$ cat src/pspmc_map.vh
`ifndef PSPMC_MAP_VH
`define PSPMC_MAP_VH
// Register byte offsets.
`define PSPMC_OFF_STBY 12'h000
`define PSPMC_OFF_MODE 12'h004
`define PSPMC_OFF_FSEL 12'h008
`define PSPMC_OFF_PFB 12'h00C
`define PSPMC_OFF_STAT 12'h010
// Field positions of the standby control register.
`define PSPMC_SPL_BIT 0
// Reset values.
`define PSPMC_STBY_RST 32'h0000_0000
`define PSPMC_MODE_RST 3'h0
// Power modes written by software.
`define PSPMC_MD_RUN 3'h0
`define PSPMC_MD_LOWPWR 3'h1
`define PSPMC_MD_DEEP 3'h2
`define PSPMC_MD_RETURN 3'h3
// Pin function codes, four bits per pin.
`define PSPMC_FN_PORT 4'h0
`define PSPMC_FN_PERIPH 4'h1
`define PSPMC_FN_ANALOG 4'h2
`define PSPMC_FN_WAKEUP 4'h3
`define PSPMC_FN_EXTINT 4'h4
`define PSPMC_FN_EXTCLK 4'h5
`define PSPMC_FN_XIN 4'h6
`define PSPMC_FN_XOUT 4'h7
`define PSPMC_FN_RESET 4'h8
`define PSPMC_FN_MODE 4'h9
`define PSPMC_FN_DEBUG 4'hA
`endif

$ cat src/pspmc_top.v
`timescale 1ns/1ps
module pspmc_top #(
   parameter NPIN = 8
) (
   input wire pclk,
   input wire presetn,
   input wire clk_en,
   input wire psel,
   input wire penable,
   input wire pwrite,
   input wire [11:0] paddr,
   input wire [31:0] pwdata,
   output wire pready,
   output reg [31:0] prdata,
   output wire pslverr,
   input wire supply_stable,
   input wire internal_reset,
   input wire external_reset_n_pin,
   input wire osc_stop,
   input wire [NPIN-1:0] core_oe,
   input wire [NPIN-1:0] core_out,
   input wire [NPIN-1:0] pad_in,
   output wire [NPIN-1:0] pad_oe_n,
   output wire [NPIN-1:0] pad_out,
   output wire [NPIN-1:0] core_in,
   output wire [NPIN-1:0] pad_pull_up,
   output wire [NPIN-1:0] pad_ana_en,
   output wire [NPIN-1:0] wakeup_input
);
`include "pspmc_map.vh"
   reg standby_pin_level_bit_r;
   reg [2:0] mode_r;
   reg [4*NPIN-1:0] fsel_r;
   reg [NPIN-1:0] pfb_r;
   reg [4*NPIN-1:0] fsel_eff_r;
   reg [NPIN-1:0] hold_oe_r;
   reg [NPIN-1:0] hold_out_r;
   reg [2:0] sync_a_r;
   reg [2:0] sync_b_r;
   reg [5:0] st;
   wire [NPIN-1:0] oe_n_w;
   wire [NPIN-1:0] out_w;
   wire [NPIN-1:0] in_w;
   wire [NPIN-1:0] pu_w;
   wire [NPIN-1:0] ana_w;
   wire [NPIN-1:0] wk_w;
   wire wr_en;
   wire rst_pin_low;
   wire sup_ok;
   wire irst;
   wire mapped;
   assign pready = 1'b1;
   assign wr_en = psel & penable & pwrite & clk_en;
   assign mapped = (paddr == `PSPMC_OFF_STBY) | (paddr == `PSPMC_OFF_MODE) | (paddr == `PSPMC_OFF_FSEL) |
      (paddr == `PSPMC_OFF_PFB) | (paddr == `PSPMC_OFF_STAT);
   assign pslverr = psel & penable & ~mapped;
   // Two-stage synchronisers for the reset pin, supply flag and internal reset.
   always @(posedge pclk or negedge presetn) begin
      if (!presetn) begin
         sync_a_r <= 3'h0;
         sync_b_r <= 3'h0;
      end else if (clk_en) begin
         sync_a_r <= {internal_reset, supply_stable, ~external_reset_n_pin};
         sync_b_r <= sync_a_r;
      end
   end
   assign rst_pin_low = sync_b_r[0];
   assign sup_ok = sync_b_r[1];
   assign irst = sync_b_r[2];
   // One-hot power state; the reset pin low has priority over internal reset.
   always @* begin
      st = 6'h00;
      if (!sup_ok) begin
         st[0] = 1'b1;
      end else if (rst_pin_low) begin
         st[1] = 1'b1;
      end else if (irst) begin
         st[2] = 1'b1;
      end else if (mode_r == `PSPMC_MD_LOWPWR) begin
         st[4] = 1'b1;
      end else if (mode_r == `PSPMC_MD_DEEP) begin
         st[5] = 1'b1;
      end else begin
         st[3] = 1'b1;
      end
   end
   // Register writes; software settings reach the pads in reset states as well.
   always @(posedge pclk or negedge presetn) begin
      if (!presetn) begin
         standby_pin_level_bit_r <= 1'b0;
         mode_r <= `PSPMC_MODE_RST;
         fsel_r <= {4*NPIN{1'b0}};
         pfb_r <= {NPIN{1'b0}};
      end else if (wr_en) begin
         case (paddr)
            `PSPMC_OFF_STBY: begin
               standby_pin_level_bit_r <= pwdata[`PSPMC_SPL_BIT];
            end
            `PSPMC_OFF_MODE: begin
               mode_r <= pwdata[2:0];
            end
            `PSPMC_OFF_FSEL: begin
               fsel_r <= pwdata[4*NPIN-1:0];
            end
            `PSPMC_OFF_PFB: begin
               pfb_r <= pwdata[NPIN-1:0];
            end
            default: begin
            end
         endcase
      end
   end
   // Effective selection follows software in run and reset states; standby states hold it.
   always @(posedge pclk or negedge presetn) begin
      if (!presetn) begin
         fsel_eff_r <= {4*NPIN{1'b0}};
      end else if (clk_en) begin
         if (st[1] | st[2] | st[0]) begin
            fsel_eff_r <= fsel_r;
         end else if (st[3]) begin
            fsel_eff_r <= fsel_r;
         end
      end
   end
   // Capture pad drive while running so standby states can hold it.
   always @(posedge pclk or negedge presetn) begin
      if (!presetn) begin
         hold_oe_r <= {NPIN{1'b0}};
         hold_out_r <= {NPIN{1'b0}};
      end else if (clk_en && st[3]) begin
         hold_oe_r <= ~oe_n_w;
         hold_out_r <= out_w;
      end
   end
   // Read mux; status shows the six-bit one-hot state only.
   always @* begin
      prdata = 32'h0000_0000;
      case (paddr)
         `PSPMC_OFF_STBY: prdata[`PSPMC_SPL_BIT] = standby_pin_level_bit_r;
         `PSPMC_OFF_MODE: prdata[2:0] = mode_r;
         `PSPMC_OFF_FSEL: prdata[4*NPIN-1:0] = fsel_r;
         `PSPMC_OFF_PFB: prdata[NPIN-1:0] = pfb_r;
         `PSPMC_OFF_STAT: prdata[5:0] = st;
         default: prdata = 32'h0000_0000;
      endcase
   end
   // One pad decoder per pin.
   genvar g;
   generate
      for (g = 0; g < NPIN; g = g + 1) begin : g_pad
         pspmc_pad u_pad (
            .fn(fsel_eff_r[4*g+3:4*g]),
            .st(st),
            .standby_pin_level_bit(standby_pin_level_bit_r),
            .pfb(pfb_r[g]),
            .osc_stop(osc_stop),
            .hold_oe(hold_oe_r[g]),
            .hold_out(hold_out_r[g]),
            .core_oe(core_oe[g]),
            .core_out(core_out[g]),
            .pad_in(pad_in[g]),
            .drv_oe_n(oe_n_w[g]),
            .drv_out(out_w[g]),
            .in_core(in_w[g]),
            .pull_up(pu_w[g]),
            .ana_en(ana_w[g]),
            .wake_in(wk_w[g])
         );
      end
   endgenerate
   assign pad_oe_n = oe_n_w;
   assign pad_out = out_w;
   assign core_in = in_w;
   assign pad_pull_up = pu_w;
   assign pad_ana_en = ana_w;
   assign wakeup_input = wk_w;
endmodule // pspmc_top

$ cat src/pspmc_pad.v
`timescale 1ns/1ps
// Per-pin pad decode of function, power state and standby level.
module pspmc_pad (
   input wire [3:0] fn,
   input wire [5:0] st,
   input wire standby_pin_level_bit,
   input wire pfb,
   input wire osc_stop,
   input wire hold_oe,
   input wire hold_out,
   input wire core_oe,
   input wire core_out,
   input wire pad_in,
   output reg drv_oe_n,
   output reg drv_out,
   output reg in_core,
   output reg pull_up,
   output reg ana_en,
   output reg wake_in
);
`include "pspmc_map.vh"
   // State one-hot bits: unstable, pin low, internal reset, run, low power, deep standby.
   localparam ST_UNST = 0;
   localparam ST_RPIN = 1;
   localparam ST_IRST = 2;
   localparam ST_RUN = 3;
   localparam ST_LOW = 4;
   localparam ST_DEEP = 5;
   reg oe;
   reg ien;
   reg held;
   reg rst_any;
   // Decode the pad state combinationally from its inputs.
   always @* begin
      oe = 1'b0;
      ien = 1'b0;
      held = 1'b0;
      pull_up = 1'b0;
      ana_en = 1'b0;
      wake_in = 1'b0;
      rst_any = st[ST_UNST] | st[ST_RPIN] | st[ST_IRST];
      case (fn)
         `PSPMC_FN_RESET: begin
            pull_up = 1'b1;
            ien = 1'b1;
         end
         `PSPMC_FN_MODE, `PSPMC_FN_XIN: begin
            ien = 1'b1;
         end
         `PSPMC_FN_ANALOG: begin
            ana_en = ~st[ST_UNST];
         end
         `PSPMC_FN_XOUT: begin
            if (!rst_any && !osc_stop) begin
               oe = core_oe;
            end
         end
         `PSPMC_FN_DEBUG: begin
            if (st[ST_RPIN] | st[ST_IRST]) begin
               pull_up = 1'b1;
               ien = 1'b1;
            end else if (!st[ST_UNST]) begin
               held = st[ST_LOW] | st[ST_DEEP];
               oe = held ? hold_oe : core_oe;
               ien = 1'b1;
            end
         end
         default: begin
            if (st[ST_RPIN] | st[ST_IRST]) begin
               ien = 1'b1;
            end else if (st[ST_RUN]) begin
               oe = core_oe;
               ien = 1'b1;
            end else if (st[ST_LOW]) begin
               if (fn == `PSPMC_FN_EXTINT) begin
                  oe = core_oe;
                  ien = 1'b1;
               end else if (fn == `PSPMC_FN_EXTCLK) begin
                  oe = standby_pin_level_bit ? 1'b0 : hold_oe;
                  held = ~standby_pin_level_bit;
                  ien = standby_pin_level_bit & ~osc_stop;
               end else if (fn == `PSPMC_FN_PERIPH && !standby_pin_level_bit) begin
                  oe = core_oe;
                  ien = 1'b1;
               end else begin
                  held = ~standby_pin_level_bit;
                  oe = standby_pin_level_bit ? 1'b0 : hold_oe;
               end
            end else if (st[ST_DEEP]) begin
               held = ~standby_pin_level_bit;
               oe = standby_pin_level_bit ? 1'b0 : hold_oe;
               wake_in = (fn == `PSPMC_FN_WAKEUP);
               if (fn == `PSPMC_FN_PERIPH && !pfb) begin
                  held = 1'b0;
                  oe = core_oe;
                  ien = 1'b1;
               end
            end
         end
      endcase
      drv_oe_n = ~oe;
      drv_out = held ? hold_out : core_out;
      in_core = ien & pad_in;
   end
endmodule // pspmc_pad

$ cat config.mk
export PLATFORM = sky130hd
export DESIGN_NAME = pspmc_top
export DESIGN_NICKNAME = d
export VERILOG_FILES = /design/src/pspmc_top.v /design/src/pspmc_pad.v
export VERILOG_INCLUDE_DIRS = /design/src
export SDC_FILE = /design/constraint.sdc
export NUM_CORES = 1
export LEC_CHECK = 0
export BUFFER_PORTS_ARGS = -buffer_cell sky130_fd_sc_hd__buf_2
export CORE_MARGIN = 2
export CORE_UTILIZATION = 26
export CTS_CLUSTER_SIZE = 14
export DETAILED_ROUTE_END_ITERATION = 10
export PLACE_DENSITY = 0.47
export SETUP_SLACK_MARGIN = 0.1
export SYNTH_ARGS = -nofsm -noshare
export SYNTH_HDL_FRONTEND = slang
export SYNTH_HIERARCHICAL = 1
export SYNTH_SLANG_ARGS = --single-unit
$ cat constraint.sdc
create_clock -name pclk -period 10.06 [get_ports pclk]
set_input_delay 2.012 -clock pclk [delete_from_list [all_inputs] [get_ports pclk]]
set_output_delay 2.012 -clock pclk [all_outputs]
set_load 0.005 [all_outputs]
==> qor.csv <==
metric,value,unit
yosysSeqAreaShare,0.338,
cts_resized,0,
area_growth_syn_to_layout,19.6,%
pwr-share-comb,0.172,
antenna_found_initial,1,
timing.final.crit_share,0.596,
power.internal,692,uW
syn_area_per_cell,10.0,um2
drc,0,
initial_core_util,0.262,
reg2reg_from,mode_r[1],
synth_top_area_cell,dfrtp_1,
htree_num_levels,3,
hpwl,16.0,mm
yosys_warnings,6,
crit_type,in -> out,
clock_sinks,98,
gp_congestion,0.772,
powerDensity,111,nW/um2
clock-root-buffer,clkbuf_16,
final_layout_size_suffix_gt1_frac,0.361,
worstHoldPathType,reg -> reg,
die_w,171,um
place.port_buffers,158,
worst_ep_required_time,8.05,ns
synth_ff_type,dfrtp_1,
p_leak,4.02,nW
yosysMostFrequentCell,dfrtp_1,
netlist_area,7250,um2
hp-start,hold_oe_r[5],
power_switching,271,uW
grt_pass1_vias,6049,
skew,0.00900,ns
multi_input_area,4450,um2
critPathLaunchType,input port,
fmax,167,MHz
critPathLaunch,paddr[9],
max_slew_margin,0.358,
firstDrtPassIters,5,
dr_total_vias,6329,
die_h,171,um
async_flop_share,1.00,
crit_fanout,24,
die_area,29200,um2
cp.arrival,3.98,ns
syn_inst,723,
pwr-share-seq,0.444,
clk_pin_slew,0.07,ns
grt.overflow.total,0,
netlist_top_cells_area,"dfrtp_1 (34%), mux2_2 (9.0%), mux2_4 (6.2%)",
rsz0062_at_grt,no,
synthTopCellsByCount,"dfrtp_1 (98), mux2_2 (58), nand2_1 (50)",
worst_pin_slew,0.963,ns
slew_viol_final,0,
clkLatencyLatePin,0.35,ns
tns,0,ns
pwr-share-clk,0.383,
regArea,2450,um2
num-fill-cells,2960,
drtAntennaViolNets,0,
io_pins,160,
routed_wl,22.1,mm
cts_post_setup_buffers_inserted,0,
grt_pass1_wl,34.5,mm
cts_buffer_depth,2,
wl_per_cell,17.5,um
synth.distinct_cells,59,
dp.cells,1243,
grt_use_total,0.152,
postCtsHoldBufs,0,
fin_nets,954,
synth-seq-cells,98,
peakVddDrop,0.0749,mV
cts_buffers,9,
status,"finished, final reports clean",
grt_start_max_net_pins,54,
period_minus_slack,5.99,ns
synth_fp_nets,801,
end_kind,output pin,
vias_per_cell,5.02,
core_region_area,27600,um2
synth_top_area_share,0.338,
cts_tree,built,
hold_violations,0,
rows,61,
holdWs,0.486,ns
drtIter0Drc,307,
max_cap_viol_count,0,
final_cells,1260,
swShare,0.282,
synth-edff-count,0,
setup_violations,0,
## power by group through the flow
stage	logic (mW)	registers [mW]	clock network (mW)
after detailed placement	0.167	0.435	0
after global routing	0.186	0.431	0.401
after CTS	0.168	0.428	0.390
final	0.166	0.428	0.369
after global placement	0.168	0.435	0
after floorplan	0.0977	0.432	0
## layout by cell type, fill, tap and decap left out, types with 9 or more instances in the layout
cell type and instances:
buf_2 157, dfrtp_1 98, mux2_2 58, nand2_1 50, nor2_1 38, and2_1 34
nor3_1 33, mux2_4 30, inv_1 20, o21ai_0 18, nor2b_1 17, nor3b_1 17
a21oi_1 16, o31ai_1 16, a21o_1 16, a31oi_1 16, buf_4 15, mux2i_1 10
nand2b_1 9, o211ai_1 9, or4_1 9, nor4_1 9, clkbuf_16 9
## logic make-up after synthesis
kind of cell,Yosys count,share of synthesized area
buffers and inverters,50,0.0513
xor gates and xnor gates,9,0.0109
muxes,98,0.166
other,1,0.000517
DFF,98,0.338
AOI/OAI and AO/OA,174,0.183
and+or+nand+nor,293,0.251
## sequential cells by signal (all words and copies together), names as in the netlist
name,count
sync_b_r,3
pfb_r,8
fsel_eff_r,32
mode_r,3
hold_out_r,8
fsel_r,32
hold_oe_r,8
standby_pin_level_bit_r,1
sync_a_r,3
## per-stage QoR
step / power, mW / util / instance area, um2 / setup WS, ns
floorplan: 0.529 / - / 7250 / 3.73
global placement: 0.603 / 0.302 / 8350 / 4.01
detailed placement: 0.603 / 0.302 / 8350 / 3.97
CTS: 0.985 / 0.314 / 8670 / 3.97
global route: 1.02 / 0.314 / 8670 / 3.75
finish: 0.963 / 0.314 / 8670 / 4.07
## per-layer routing
layer / share of wire / GRT usage / vias to the layer above / routed length [um]
met5: 0 / 0 / - / 0
met4: 0.017 / 0.0427 / 0 / 369
met3: 0.062 / 0.0356 / 23 / 1360
met2: 0.47 / 0.248 / 188 / 10300
met1: 0.46 / 0.200 / 3049 / 10100
li1: - / - / 3069 / -
## layout make-up
cell class / count / area share
antenna: 1 / 0.000289
clock buffer: 11 / 0.0292
clock inverter: 5 / 0.00707
inverter: 20 / 0.00866
multi-input combinational: 575 / 0.514
sequential: 98 / 0.283
tap: 378 / 0.0546
timing repair buffer: 172 / 0.104
## final timing paths
check | end | slack [ns] | depth (start not counted)
min in group asynchronous | hold_out_r[0] | 1.68 | 1
min | hold_oe_r[5] | 0.49 | 2
max reg2reg | hold_oe_r[4] | 7.28 | 8
min reg2reg | hold_oe_r[5] | 0.49 | 2
max | prdata[29] | 4.07 | 6
max in group asynchronous | hold_out_r[3] | 7.19 | 2
## worst max-delay path, stage by stage
cell	delay, ns
buf_2	0.11
nor4_4	0.35
and2_1	0.27
and3_1	0.83
and2_1	0.27
buf_2	0.13
(Power assumes the default switching activity.)
